**config.mk**
```make
export PLATFORM = sky130hd
export DESIGN_NAME = slf_ctrl
export DESIGN_NICKNAME = d
export VERILOG_FILES = /design/src/slf_pkg.sv /design/src/slf_sync_if.sv /design/src/slf_ctrl.sv /design/src/slf_in_sync.sv
export SDC_FILE = /design/constraint.sdc
export NUM_CORES = 1
export LEC_CHECK = 0
export BUFFER_PORTS_ARGS = -buffer_cell sky130_fd_sc_hd__buf_2
export CAP_MARGIN = 0
export CORE_MARGIN = 8
export CORE_UTILIZATION = 40
export DETAILED_ROUTE_END_ITERATION = 7
export SYNTH_ARGS = -nofsm -noshare
export SYNTH_HDL_FRONTEND = slang
export SYNTH_HIERARCHICAL = 1
export SYNTH_SLANG_ARGS = --single-unit
```
**constraint.sdc**
```tcl
create_clock -name core_clk_i -period 6.7 [get_ports core_clk_i]
set_input_delay 0 -clock core_clk_i [delete_from_list [all_inputs] [get_ports core_clk_i]]
set_output_delay 0 -clock core_clk_i [all_outputs]
set_load 0.01 [all_outputs]
```
**src/slf_pkg.sv**
```systemverilog
// Package: constants and types of the supply-loss and fail-mode control.
// Assumes a 200 MHz core clock.
`default_nettype none
package slf_pkg;
	localparam int unsigned CLK_MHZ          = 200;
	localparam int unsigned NUM_CH           = 4;
	// Deglitch time for fail-mode and direct inputs, microseconds
	localparam int unsigned DGL_US           = 200;
	localparam int unsigned DGL_CYC          = DGL_US * CLK_MHZ;
	// Watchdog periods, milliseconds
	localparam int unsigned WD_SHORT_MS      = 32;
	localparam int unsigned WD_LONG_MS       = 128;
	localparam int unsigned WD_SHORT_CYC     = WD_SHORT_MS * 1000 * CLK_MHZ;
	localparam int unsigned WD_LONG_CYC      = WD_LONG_MS * 1000 * CLK_MHZ;
	localparam int unsigned CNT_W            = 25;
	localparam logic [NUM_CH-1:0] CH_OFF     = 4'h0;
	localparam int unsigned SYNC_STAGES      = 3;

	typedef enum logic [1:0] {
		SLF_OFF   = 2'b00,
		SLF_SLEEP = 2'b01,
		SLF_NORM  = 2'b11,
		SLF_FAIL  = 2'b10
	} slf_mode_e;
endpackage : slf_pkg
`default_nettype wire

```
**src/slf_sync_if.sv**
```systemverilog
// Interface: synchronised pin levels from the input stage.
// Assumes one core clock domain.
`timescale 1ns/10ps
`default_nettype none
interface slf_sync_if;
	logic       fail_lvl;
	logic [3:0] ch_lvl;
	logic       rst_n_lvl;
	modport src (output fail_lvl, output ch_lvl, output rst_n_lvl);
	modport dst (input fail_lvl, input ch_lvl, input rst_n_lvl);
endinterface : slf_sync_if
`default_nettype wire

```
**src/slf_ctrl.sv**
```systemverilog
// Top: wake, supply-loss, ground-loss and fail-mode control of the switch.
// Assumes supply monitors arrive as synchronous levels from analog logic.
`timescale 1ns/10ps
`default_nettype none

// Functional notes
// - Awake while wake level high; sleep with channels and external driver off when low.
// - While reset pin low, clock pin reports wake state.
// - Awake and not woken by reset pin: drive clock pin high.
// - Asleep or woken by reset pin: clock pin stays input.
// - Both supplies lost: power off, outputs off, registers and faults cleared.
// - Battery lost, logic supply good: keep state, channels off.
// - Battery lost, logic supply good: external driver follows SPI setting in Normal mode.
// - Battery lost: no wake report on clock pin.
// - Logic supply lost, battery good: SPI unavailable, watchdog timeout.
// - No logic supply: no SPI read data returned.
// - Ground lost: four power channels off.
// - Normal mode: channels follow internal PWM configured by SPI.
// - Faults reported: open load, shorts, overcurrent, temp, clock, voltages.
// - Fail-mode input at one puts device into Fail mode.
// - Fail mode: each channel follows its direct input, no logic supply needed.
// - Status bit shows present fail-mode input level.
// - Fail mode entered only after input high longer than 200 us.
// - Watchdog timeout after 32 ms or 128 ms, chosen by select.
module slf_ctrl
	import slf_pkg::*;
#(
	parameter int unsigned DGL_CYCLES   = DGL_CYC,
	parameter int unsigned WD_SHORT     = WD_SHORT_CYC,
	parameter int unsigned WD_LONG      = WD_LONG_CYC
)
(
	// Clock and reset
	input  wire logic        core_clk_i,
	input  wire logic        rst_i,
	input  wire logic        clk_en_i,
	// Supply and wake monitors
	input  wire logic        wake_i,
	input  wire logic        bat_above_por_i,
	input  wire logic        vcc_above_por_i,
	input  wire logic        gnd_lost_i,
	// Discrete pins
	input  wire logic        active_low_reset_pin_i,
	input  wire logic        fail_mode_force_input_i,
	input  wire logic [3:0]  direct_channel_inputs_i,
	input  wire logic        clk_pin_i,
	output logic             clk_pin_o,
	output logic             clk_pin_oe_n_o,
	// SPI side
	input  wire logic [3:0]  pwm_ch_i,
	input  wire logic        ext_drv_cfg_i,
	input  wire logic        spi_valid_frame_i,
	input  wire logic        watchdog_period_select_i,
	input  wire logic [7:0]  fault_flags_i,
	input  wire logic        spi_read_req_i,
	input  wire logic [15:0] spi_read_data_i,
	output logic [15:0]      spi_read_data_o,
	output logic             spi_read_valid_o,
	// Outputs and status
	output logic [3:0]       power_channel_outputs_o,
	output logic             external_driver_control_output_o,
	output logic             fail_input_status_bit_o,
	output logic             spi_watchdog_timeout_o,
	output logic [7:0]       fault_report_o,
	output logic [1:0]       mode_o,
	output logic             regs_clear_o
);
	slf_sync_if sy ();

	// ----------------------------------------
	// Pin synchronisation
	// ----------------------------------------
	slf_in_sync u_sync (
		.core_clk_i (core_clk_i),
		.rst_i      (rst_i),
		.clk_en_i   (clk_en_i),
		.pins_i     ({active_low_reset_pin_i, direct_channel_inputs_i,
		              fail_mode_force_input_i}),
		.sy         (sy)
	);

	// ----------------------------------------
	// State
	// ----------------------------------------
	slf_mode_e             mode_q, mode_d;
	logic [CNT_W-1:0]      fdg_q, fdg_d;
	logic                  fail_q, fail_d;
	logic [CNT_W-1:0]      cdg_q [NUM_CH];
	logic [CNT_W-1:0]      cdg_d [NUM_CH];
	logic [NUM_CH-1:0]     ich_q, ich_d;
	logic [CNT_W-1:0]      wd_q, wd_d;
	logic                  wdto_q, wdto_d;
	logic                  rst_wake_q, rst_wake_d;
	logic [3:0]            out_q, out_d;
	logic                  ext_q, ext_d;
	logic                  clko_q, clko_d, oen_q, oen_d;
	logic [15:0]           rd_q, rd_d;
	logic                  rdv_q, rdv_d;
	logic [7:0]            flt_q, flt_d;
	logic                  lim_q, lim_d;
	logic                  clr_q, clr_d;

	logic                  pwr_off, bat_loss, vcc_loss;
	logic [CNT_W-1:0]      wd_lim;

	// Saturating deglitch count: true once high longer than limit
	function automatic logic [CNT_W-1:0] dgl_next(input logic lvl,
		input logic [CNT_W-1:0] c);
		if (!lvl)
			dgl_next = '0;
		else if (c < CNT_W'(DGL_CYCLES))
			dgl_next = c + 1'b1;
		else
			dgl_next = c;
	endfunction : dgl_next

	assign pwr_off  = !bat_above_por_i && !vcc_above_por_i;
	assign bat_loss = !bat_above_por_i && vcc_above_por_i;
	assign vcc_loss = bat_above_por_i && !vcc_above_por_i;
	assign wd_lim   = watchdog_period_select_i ? CNT_W'(WD_LONG)
	                                           : CNT_W'(WD_SHORT);

	// ----------------------------------------
	// Next-state logic
	// ----------------------------------------
	always_comb
	begin
		mode_d     = mode_q;
		fdg_d      = fdg_q;
		fail_d     = fail_q;
		cdg_d      = cdg_q;
		ich_d      = ich_q;
		wd_d       = wd_q;
		wdto_d     = wdto_q;
		rst_wake_d = rst_wake_q;
		out_d      = out_q;
		ext_d      = ext_q;
		clko_d     = clko_q;
		oen_d      = oen_q;
		rd_d       = rd_q;
		rdv_d      = 1'b0;
		flt_d      = flt_q;
		lim_d      = lim_q;
		clr_d      = 1'b0;
		if (pwr_off)
		begin
			mode_d = SLF_OFF;
			fdg_d  = '0;
			fail_d = 1'b0;
			for (int i = 0; i < NUM_CH; i++)
				cdg_d[i] = '0;
			ich_d  = CH_OFF;
			wd_d   = '0;
			wdto_d = 1'b0;
			rst_wake_d = 1'b0;
			out_d  = CH_OFF;
			ext_d  = 1'b0;
			clko_d = 1'b0;
			oen_d  = 1'b1;
			rd_d   = 16'h0000;
			flt_d  = 8'h00;
			lim_d  = 1'b0;
			clr_d  = 1'b1;
		end
		else
		begin
			lim_d = sy.fail_lvl;
			fdg_d = dgl_next(sy.fail_lvl, fdg_q);
			fail_d = (fdg_q >= CNT_W'(DGL_CYCLES)) && sy.fail_lvl;
			for (int i = 0; i < NUM_CH; i++)
			begin
				cdg_d[i] = dgl_next(sy.ch_lvl[i], cdg_q[i]);
				ich_d[i] = (cdg_q[i] >= CNT_W'(DGL_CYCLES)) && sy.ch_lvl[i];
			end
			// Watchdog: valid frames restart it; logic supply loss forces it
			if (vcc_loss)
				wdto_d = 1'b1;
			else if (spi_valid_frame_i)
			begin
				wd_d   = '0;
				wdto_d = 1'b0;
			end
			else if (wd_q >= wd_lim)
				wdto_d = 1'b1;
			else
				wd_d = wd_q + 1'b1;
			flt_d = fault_flags_i;
			// Wake source tracking
			if (!wake_i)
				rst_wake_d = 1'b0;
			else if (mode_q == SLF_SLEEP && sy.rst_n_lvl)
				rst_wake_d = 1'b1;
			// Mode
			if (!wake_i)
				mode_d = SLF_SLEEP;
			else if (fail_q)
				mode_d = SLF_FAIL;
			else
				mode_d = SLF_NORM;
			// Channel outputs
			if (!wake_i || gnd_lost_i || !bat_above_por_i)
				out_d = CH_OFF;
			else if (fail_q)
				out_d = ich_q;
			else
				out_d = pwm_ch_i;
			ext_d = vcc_above_por_i && wake_i && !fail_q && ext_drv_cfg_i;
			// Clock pin wake report
			clko_d = 1'b1;
			oen_d  = !(wake_i && !sy.rst_n_lvl && !rst_wake_q
			         && bat_above_por_i);
			// SPI read data needs logic supply
			if (spi_read_req_i && vcc_above_por_i)
			begin
				rd_d  = spi_read_data_i;
				rdv_d = 1'b1;
			end
			else if (!vcc_above_por_i)
				rd_d = 16'h0000;
		end
		if (!clk_en_i)
		begin
			mode_d = mode_q;
			fdg_d = fdg_q;
			fail_d = fail_q;
			cdg_d = cdg_q;
			ich_d = ich_q;
			wd_d = wd_q;
			wdto_d = wdto_q;
			rst_wake_d = rst_wake_q;
			out_d = out_q;
			ext_d = ext_q;
			clko_d = clko_q;
			oen_d = oen_q;
			rd_d = rd_q;
			rdv_d = rdv_q;
			flt_d = flt_q;
			lim_d = lim_q;
			clr_d = clr_q;
		end
	end

	// ----------------------------------------
	// Registers
	// ----------------------------------------
	always_ff @(posedge core_clk_i or posedge rst_i)
	begin
		if (rst_i)
		begin
			mode_q     <= SLF_OFF;
			fdg_q      <= '0;
			fail_q     <= 1'b0;
			for (int i = 0; i < NUM_CH; i++)
				cdg_q[i] <= '0;
			ich_q      <= CH_OFF;
			wd_q       <= '0;
			wdto_q     <= 1'b0;
			rst_wake_q <= 1'b0;
			out_q      <= CH_OFF;
			ext_q      <= 1'b0;
			clko_q     <= 1'b0;
			oen_q      <= 1'b1;
			rd_q       <= 16'h0000;
			rdv_q      <= 1'b0;
			flt_q      <= 8'h00;
			lim_q      <= 1'b0;
			clr_q      <= 1'b0;
		end
		else
		begin
			mode_q     <= mode_d;
			fdg_q      <= fdg_d;
			fail_q     <= fail_d;
			cdg_q      <= cdg_d;
			ich_q      <= ich_d;
			wd_q       <= wd_d;
			wdto_q     <= wdto_d;
			rst_wake_q <= rst_wake_d;
			out_q      <= out_d;
			ext_q      <= ext_d;
			clko_q     <= clko_d;
			oen_q      <= oen_d;
			rd_q       <= rd_d;
			rdv_q      <= rdv_d;
			flt_q      <= flt_d;
			lim_q      <= lim_d;
			clr_q      <= clr_d;
		end
	end

	// ----------------------------------------
	// Outputs
	// ----------------------------------------
	assign power_channel_outputs_o          = out_q;
	assign external_driver_control_output_o = ext_q;
	assign clk_pin_o                        = clko_q;
	assign clk_pin_oe_n_o                   = oen_q;
	assign spi_read_data_o                  = rd_q;
	assign spi_read_valid_o                 = rdv_q;
	assign fail_input_status_bit_o          = lim_q;
	assign spi_watchdog_timeout_o           = wdto_q;
	assign fault_report_o                   = flt_q;
	assign mode_o                           = mode_q;
	assign regs_clear_o                     = clr_q;
endmodule : slf_ctrl
`default_nettype wire

```
**src/slf_in_sync.sv**
```systemverilog
// Three-stage pin synchroniser; a change counts when stages two and three agree.
// Assumes pins are asynchronous to core_clk_i.
`timescale 1ns/10ps
`default_nettype none
module slf_in_sync
	import slf_pkg::*;
(
	// Clock and reset
	input  wire logic        core_clk_i,
	input  wire logic        rst_i,
	input  wire logic        clk_en_i,
	// Raw pins
	input  wire logic [5:0]  pins_i,
	// Synchronised levels
	slf_sync_if.src          sy
);
	logic [5:0] s1_q, s2_q, s3_q, lvl_q;
	logic [5:0] s1_d, s2_d, s3_d, lvl_d;

	always_comb
	begin
		s1_d  = s1_q;
		s2_d  = s2_q;
		s3_d  = s3_q;
		lvl_d = lvl_q;
		if (clk_en_i)
		begin
			s1_d = pins_i;
			s2_d = s1_q;
			s3_d = s2_q;
			for (int i = 0; i < 6; i++)
				if (s2_q[i] == s3_q[i])
					lvl_d[i] = s3_q[i];
		end
	end

	// Undriven pins read low: reset to low
	always_ff @(posedge core_clk_i or posedge rst_i)
	begin
		if (rst_i)
		begin
			s1_q  <= 6'h00;
			s2_q  <= 6'h00;
			s3_q  <= 6'h00;
			lvl_q <= 6'h00;
		end
		else
		begin
			s1_q  <= s1_d;
			s2_q  <= s2_d;
			s3_q  <= s3_d;
			lvl_q <= lvl_d;
		end
	end

	assign sy.fail_lvl  = lvl_q[0];
	assign sy.ch_lvl    = lvl_q[4:1];
	assign sy.rst_n_lvl = lvl_q[5];
endmodule : slf_in_sync
`default_nettype wire

```
=== Word level (Yosys, flattened, before mapping) ===
Cells that the tools add are included.

* Word-level logic and storage cells: 145
* Input port bits: 46
* Output and inout port bits: 37
* Flip-flop bits (word level): 217

* Add/sub/neg operators: 6
* Magnitude comparators: 11
* Reduce and logical (&&, ||, !) cells: 40
* Equality and inequality tests: 16
* Mux-type cells: 43

{| class="wikitable"
|+ Operator list
! operator !! number
|-
| 2-to-1 mux 25 bit || 16
|-
| adder 25 x 1 -> 25 bit (second input constant) || 6
|-
| >= comparator 25 x 16 -> 1 bit (second input constant) || 5
|-
| < comparator 25 x 16 -> 1 bit (second input constant) || 5
|-
| 2-to-1 mux 100 bit || 1
|-
| 2-to-1 mux 16 bit || 3
|-
| AND reduction 2 bit || 14
|-
| >= comparator 25 bit || 1
|-
| inequality test 3 bit (second input constant) || 6
|-
| 2-to-1 mux 1 bit || 16
|-
| 2-to-1 mux 4 bit || 4
|-
| logical AND 1 bit || 15
|-
| 2-to-1 mux 8 bit || 1
|-
| zero test 1 bit || 7
|-
| == test 1 bit || 6
|-
| inequality test 3 x 1 -> 1 bit (second input constant) || 2
|-
| 2-to-1 mux 2 bit || 2
|-
| nonzero test 4 bit || 1
|-
| AND reduction 3 bit || 1
|-
| == test 2 x 1 -> 1 bit (second input constant) || 1
|-
| logical OR 1 bit || 2
|-
| inequality test 2 bit (second input constant) || 1
|}

=== Longest topological paths before layout ===
Gate-level depths: netlist (run 1).

* Word-level depth: 6
* Gate-level depth with buffers: 9
* Depth with buffers taken out: 8

=== By module ===
Netlist (run 1), hierarchy kept.

{| class="wikitable"
|+ By module, submodules not included
! module !! cells an instance !! instances !! seq. area each (um^2) !! area an instance (um^2)
|-
| slf_ctrl || 919 || 1 || 4830.9 || 9258.9
|-
| slf_in_sync || 66 || 1 || 600.6 || 967.2
|}

=== Worst setup path before layout (run 1) ===
OpenSTA, ideal clock, no wires.

* Kind: reg2reg
* From: reg wd_q[18]
* To: reg wd_q[14]
* Path buffers: 1
* Clock period less this slack: 2.340 ns
* Library setup time: 0.142 ns
* Stages on the path, launching flop included: 9
* Data required time: 6.558 ns
* Slack: 4.360 ns
* Arrival time: 2.198 ns
* Cell sequence: dfrtp_1 -> ha_1 -> a2111oi_1 -> nor2_1 -> nor3_2 -> nand2_1 -> clkbuf_1 -> o311ai_0 -> o211ai_1

* Longest elaborated chain between the ends: 3

{| class="wikitable"
|+ RTL lines
! item !! line !! source
|-
| start, declared || slf_ctrl.sv:91 || <nowiki>logic [CNT_W-1:0] wd_q, wd_d;</nowiki>
|-
| start signal, assigned || slf_ctrl.sv:276 || <nowiki>wd_q <= wd_d;</nowiki>
|-
| >= comparator 25 bit || slf_ctrl.sv:183 || <nowiki>else if (wd_q >= wd_lim)</nowiki>
|-
| inequality test 3 bit (no source line) || n/a ||
|-
| AND reduction 3 bit (no source line) || n/a ||
|}

Every way passes these cells.
A chain may end at the register's enable or synchronous reset.

=== Final worst setup path (run 1) ===
* From: reg wd_q[11]
* To: reg wd_q[24]

* Longest elaborated chain between the ends: 5
* Elaborated cells on any way between the ends: 8
* Classes of those cells: add/sub: 1; order compare: 1; eq/ne: 1; mux: 4; reduce/logical: 1

{| class="wikitable"
|+ RTL lines
! item !! line !! source
|-
| adder 25 x 1 -> 25 bit || slf_ctrl.sv:186 || <nowiki>wd_d = wd_q + 1'b1;</nowiki>
|-
| 2-to-1 mux 25 bit || slf_ctrl.sv:183 ||
|-
| 2-to-1 mux 25 bit || slf_ctrl.sv:178 || <nowiki>else if (spi_valid_frame_i)</nowiki>
|-
| 2-to-1 mux 25 bit || slf_ctrl.sv:176 || <nowiki>if (vcc_loss)</nowiki>
|-
| 2-to-1 mux 25 bit || slf_ctrl.sv:145 || <nowiki>if (pwr_off)</nowiki>
|}

Several ways; a longest one is shown, not always the timed one. The select of a mux whose other input is x is not followed.

==> results.yml, run 1 <==
timing:
  setup_viol: 0
  fin_tns_setup_ns: 0
  fin_crit_ns: 3.39
  hold_viol: 0
  relSlewSlack: 0.197
  finalMaxSlewViolations: 0
  min_period_over_period: 0.505
  max_freq_ghz: 0.295
  rsz0062_at_grt: "no"
  finalWorstSetupSlack_ns: 3.31
  tightest_slew_ns: 1.20
  final.setup_skew_ns: 0.0139
layout:
  final_nets: 1168
  layout-drive-gt1-share: 0.159
  diodes: 0
  nFillCells: 2318
  final_common_cell: "dfrtp_1"
  mostFrequentLayoutCells: "dfrtp_1, nor2_1, nand2_1, buf_2, nand3_1"
  syn2layout_area_growth_pct: 18.8
routing:
  via_per_inst: 5.30
  dr.first_iter.drc_count: 385
  vias: 7686
  wl_per_cell_um: 15.5
  drt_wl_total_mm: 22.5
  ant_nets: 0
  dr.pass1.iters: 4
  route.detailed.drc: 0
synth:
  synth_nets: 1051
  synth.top_cell.area_share: 0.529
  yosysSeqAreaShare: 0.531
  yosysWarnings: 6
  netlist_instances: 985
  synth.avg_cell_area_um2: 10.4
  synth.ff_latch_count: 217
  synthTopCellsByArea: "dfrtp_1, nor2_1, nand2_1, xor2_1, nor2b_1"
  async_flop_share: 1.00
  ys_types: 66
  synth_area_leader_cell: "dfrtp_1"
  synthFlopType: "dfrtp_1"
  netlist_area_um2: 10200
  synth_edf_count: 0
clock_tree:
  insertion_delay_ns: 0.52
  cts_buffer_depth: 3
  cts_setup_buffers: 0
  cts_buffers: 25
  clockRootBuffer: "clkbuf_16"
  cts_tree: "done"
  clkTransAtPathRegs_ns: 0.06
  cts_max_level: 1
  ctsResizeCount: 0
  cts_num_sinks: 217
die:
  io_pins: 83
  start_util: 0.407
  die_h_um: 176
  die_w_um: 176
  row_count: 58
  dieArea_um2: 30900
  core_um2: 25100
setup_path:
  required_ns: 7.14
  cpPeakStageDelay_ns: 0.79
  path_cells: "inv_1 -> ha_1 -> nor4b_1 -> and3_1 -> o221ai_1 -> nand2_1 -> or4_1 -> o21ai_1"
  r2r_slack_ns: 3.31
  worstPathArrival_ns: 3.83
  path_delay_family: "simple AND/OR/NAND/NOR gates"
  path_buf_inv: 1
  endpoint_kind: "flop"
  crit_fanout: 13
  start_kind: "flop"
  crit_slowest_cell: "o221ai_1"
  path_class: "flop to flop"
placed_design:
  hpwlAfterDp_mm: 14.4
  dp_slack_ns: 3.34
  globalplace.congestion: 0.786
  port_buffers: 81
run_status:
  outcome: "completed"
global_route:
  overflow: 0
  grtUsageTotal: 0.145
  grt_max_degree: 117
  grt_pass1_wl_mm: 38.2
  grt_pass1_vias: 7607
  antenna_found_initial: 0
min_path:
  hold_class: "input pin to flop"
pwr:
  ir_drop_mv: 0.176
  pwr-share-comb: 0.119
  clockPowerShare: 0.412
  power_density_nw_per_um2: 263
  p_int_mw: 2.34
  pwr-share-seq: 0.469
  power.leakage_nw: 5.56
  power_switching_mw: 0.851
  switching_share: 0.266
flow_run:
  cap_violations: 0
[area by class of cell]
class                      count  area [um^2]  area share
clock buffer                  29          651      0.0536
clock inverter                15          139      0.0114
inverter                      33          131      0.0108
multi-input combinational    690         4470       0.368
sequential                   217         5430       0.447
tap                          330          413      0.0340
timing repair buffer         135          916      0.0754
[timing repair]
| action | in CTS | in global routing |
|---|---|---|
| hold endpoints to repair | 181 | 0 |
| endpoints found under the setup margin | 0 | 0 |
| hold buffers | 42 | 0 |
[worst reg2reg max path, stage by stage, from the launching register on]
cell and delay (ns):
dfrtp_1 0.44, inv_1 0.07, ha_1 0.27, nor4b_1 0.14
and3_1 0.19, o221ai_1 0.79, nand2_1 0.62, or4_1 0.67
o21ai_1 0.12
[power groups by stage]
stage          combinational (mW)  sequential (mW)  clock (mW)
6_report                    0.381             1.50        1.32
3_5_place_dp                0.367             1.52           0
5_1_grt                     0.437             1.51        1.40
2_1_floorplan               0.260             1.50           0
4_1_cts                     0.390             1.50        1.36
3_3_place_gp                0.359             1.51           0
[path summary, 6_finish.rpt]
kind                                               startpoint                                endpoint  depth (start not counted)
min in group asynchronous                               rst_i                    ich_q[2]$_DFFE_PP0P_                          3
worst min register to register  fault_report_o[3]$_DFFE_PP0P_           fault_report_o[3]$_DFFE_PP0P_                          1
max in group asynchronous                               rst_i                     wd_q[7]$_DFFE_PP0P_                          4
worst max-delay path                     wd_q[11]$_DFFE_PP0P_                    wd_q[24]$_DFFE_PP0P_                          8
worst min-delay path                               gnd_lost_i  power_channel_outputs_o[1]$_DFFE_PP0P_                          3
worst max register to register           wd_q[11]$_DFFE_PP0P_                    wd_q[24]$_DFFE_PP0P_                          8
[flip-flops by register name, indices dropped and copies added (netlist names), 6 cells and up]
name             flops
fdg_q               25
wd_q                25
fault_report_o       8
u_sync/s3_q          6
spi_read_data_o     16
cdg_q              100
u_sync/s1_q          6
u_sync/lvl_q         6
u_sync/s2_q          6
[metal layers]
layer,vias up,track usage,wire (um)
met5,-,0,0
met3,29,0.0238,959
met4,0,0.0357,475
met1,3754,0.203,11000
li1,3758,-,-
met2,145,0.231,10000
[Yosys cell counts, drive strengths merged (2+ instances only)]
master   number
nor4         21
nand3        48
nand2        83
o31ai         9
a2111oi       2
a21o          7
a32oi         2
nand2b        6
a211o         2
o311ai       11
nor2b        46
and2          4
mux2i         4
o22ai         2
nor3b         4
a21oi        24
o31a          2
inv          33
and4          9
clkbuf       30
or3          15
or4b          4
a21boi        2
or4           5
nor3         29
a41oi         5
o2bb2ai      13
a31oi         6
and3         16
nand4b        2
nor4b         5
mux2         23
or2           7
dfrtp       216
o211ai        5
nor2         90
o21ai        38
nand4        29
a22o         25
xor2         34
buf          15
ha           20
xnor2        22
[per-stage QoR]
stage	utilization	instance area [um^2]	hold WS, ns	instances	total power, mW
3_3_place_gp	0.436	10900	0.227	1363	1.87
5_1_grt	0.484	12100	0.120	1449	3.35
4_1_cts	0.484	12100	0.0823	1449	3.24
3_5_place_dp	0.436	10900	0.226	1363	1.89
2_1_floorplan	-	10200	0.0146	985	1.76
6_report	0.484	12100	0.0893	1449	3.19
[logic make-up after synthesis]
family          Yosys count  share of synthesized area
simple gates            425                      0.223
flops                   217                      0.531
compound gates          162                      0.112
buf+inv                  78                     0.0321
xor+xnor                 56                     0.0480
mux                      27                     0.0292
fa+ha+maj                20                     0.0245
(Power assumes the default switching activity.)
==> run 2: changes to the inputs <==
- clock period: 6.7 -> 3.1 ns (I/O delays scaled with it)
==> results.yml, run 2 (synthesis results as in run 1) <==
run_status:
  outcome: "completed"
placed_design:
  globalplace.congestion: 0.794
  port_buffers: 81
  placed_cells: 1372
  hpwlAfterDp_mm: 15.0
die:
  dieArea_um2: 30900
  start_util: 0.407
  row_count: 58
  io_pins: 83
  die_h_um: 176
  core_um2: 25100
  die_w_um: 176
layout:
  final_cell_count_no_fill: 1459
  layout-drive-gt1-share: 0.162
  syn2layout_area_growth_pct: 19.5
  final_common_cell: "dfrtp_1"
  diodes: 0
  mostFrequentLayoutCells: "dfrtp_1, nor2_1, nand2_1, buf_2, nand3_1"
  final_nets: 1178
  reg_top3: "cdg_q x100, fdg_q x25, wd_q x25"
  top_register: "cdg_q"
  largest_register_ffs: 100
clock_tree:
  cts_max_level: 1
  cts_buffer_depth: 3
  clockRootBuffer: "clkbuf_16"
  cts_buffers: 25
  cts_tree: "done"
  insertion_delay_ns: 0.52
  cts_setup_buffers: 0
  clkTransAtPathRegs_ns: 0.06
  cts_num_sinks: 217
timing:
  relSlewSlack: 0.239
  hold_viol: 0
  fin_tns_setup_ns: 0
  final.setup_skew_ns: 0.0162
  fin_crit_ns: 2.55
  min_period_over_period: 0.823
  finalMaxSlewViolations: 0
  max_freq_ghz: 0.392
  setup_viol: 0
  tightest_slew_ns: 1.13
  rsz0062_at_grt: "no"
setup_path:
  cpPeakStageDelay_ns: 0.45
  start_kind: "flop"
  path_class: "flop to flop"
  required_ns: 3.51
  worstPathArrival_ns: 2.96
  path_cells: "ha_1 -> a2111oi_1 -> nor2_1 -> nor3_2 -> nand2_1 -> or3_1 -> o311ai_1"
  endpoint_kind: "flop"
  crit_fanout: 14
  crit_slowest_cell: "or3_1"
pwr:
  p_total_mw: 6.82
  ir_drop_mv: 0.349
  power_density_nw_per_um2: 558
  power.leakage_nw: 5.59
routing:
  route.detailed.drc: 0
  dr.pass1.iters: 4
  drt_wl_total_mm: 23.0
  vias: 7692
  ant_nets: 0
  via_per_inst: 5.27
  wl_per_cell_um: 15.8
  dr.first_iter.drc_count: 437
flow_run:
  cap_violations: 0
min_path:
  hold_class: "input pin to flop"
global_route:
  grtUsageTotal: 0.151
  grt_max_degree: 93
  antenna_found_initial: 0
  grt_pass1_wl_mm: 39.8
  overflow: 0
  grt_pass1_vias: 7771
[run 2: final timing paths]
| check | from | slack (ns) | endpoint | depth (start not counted) |
|---|---|---|---|---|
| setup / recovery | wd_q[18]$_DFFE_PP0P_ | 0.55 | wd_q[9]$_DFFE_PP0P_ | 7 |
| hold / removal | clk_en_i | 0.09 | fault_report_o[6]$_DFFE_PP0P_ | 4 |
| setup reg to reg | wd_q[18]$_DFFE_PP0P_ | 0.55 | wd_q[9]$_DFFE_PP0P_ | 7 |
| hold reg to reg | fault_report_o[5]$_DFFE_PP0P_ | 0.48 | fault_report_o[5]$_DFFE_PP0P_ | 1 |
| max in group asynchronous | rst_i | 1.75 | clk_pin_oe_n_o$_DFFE_PP1P_ | 5 |
| min in group asynchronous | rst_i | 0.28 | u_sync/s1_q[0]$_DFFE_PP0P_ | 3 |
[run 2: area by class of cell]
cell class / count / area, um^2
Timing Repair Buffer: 145 / 1020
Sequential cell: 217 / 5430
Multi-Input combinational cell: 690 / 4470
Inverter: 33 / 128
Fill cell: 2343 / 12900
Tap cell: 330 / 413
Clock inverter: 7 / 42.5
Clock buffer: 37 / 721
[run 2: timing repair]
item	4_1_cts	5_1_grt
hold endpoints to repair	259	0
gates resized for setup	0	0
hold buffers	43	0
[run 2: critical path: cells and delay by family, from the launching register on]
family	cells	cell delay, ns
adders and majority gates	1	0.30
and+or+nand+nor	4	1.11
DFF	1	0.42
AOI/OAI and AO/OA	2	0.62
[run 2: through the flow]
stage | hold slack, ns | setup slack [ns] | cell area [um^2] | utilization
after floorplan | 0.0146 | 0.610 | 10200 | -
after global placement | -0.0242 | 0.675 | 11000 | 0.439
after detailed placement | -0.0208 | 0.582 | 11000 | 0.439
after CTS | 0.0841 | 0.556 | 12200 | 0.487
after global routing | 0.118 | 0.370 | 12200 | 0.487
final | 0.0928 | 0.548 | 12200 | 0.487
[run 2: layer usage]
metal / vias to the layer above / share of wire / global-route usage
met5: - / 0 / 0
met4: 0 / 0.021 / 0.0374
met3: 33 / 0.048 / 0.0283
met2: 150 / 0.44 / 0.238
met1: 3730 / 0.49 / 0.211
li1: 3779 / - / -
[run 2: where the power goes]
part	switching, mW	internal [mW]
clock	1.14	1.60
combinational	0.481	0.363
sequential	0.194	3.04
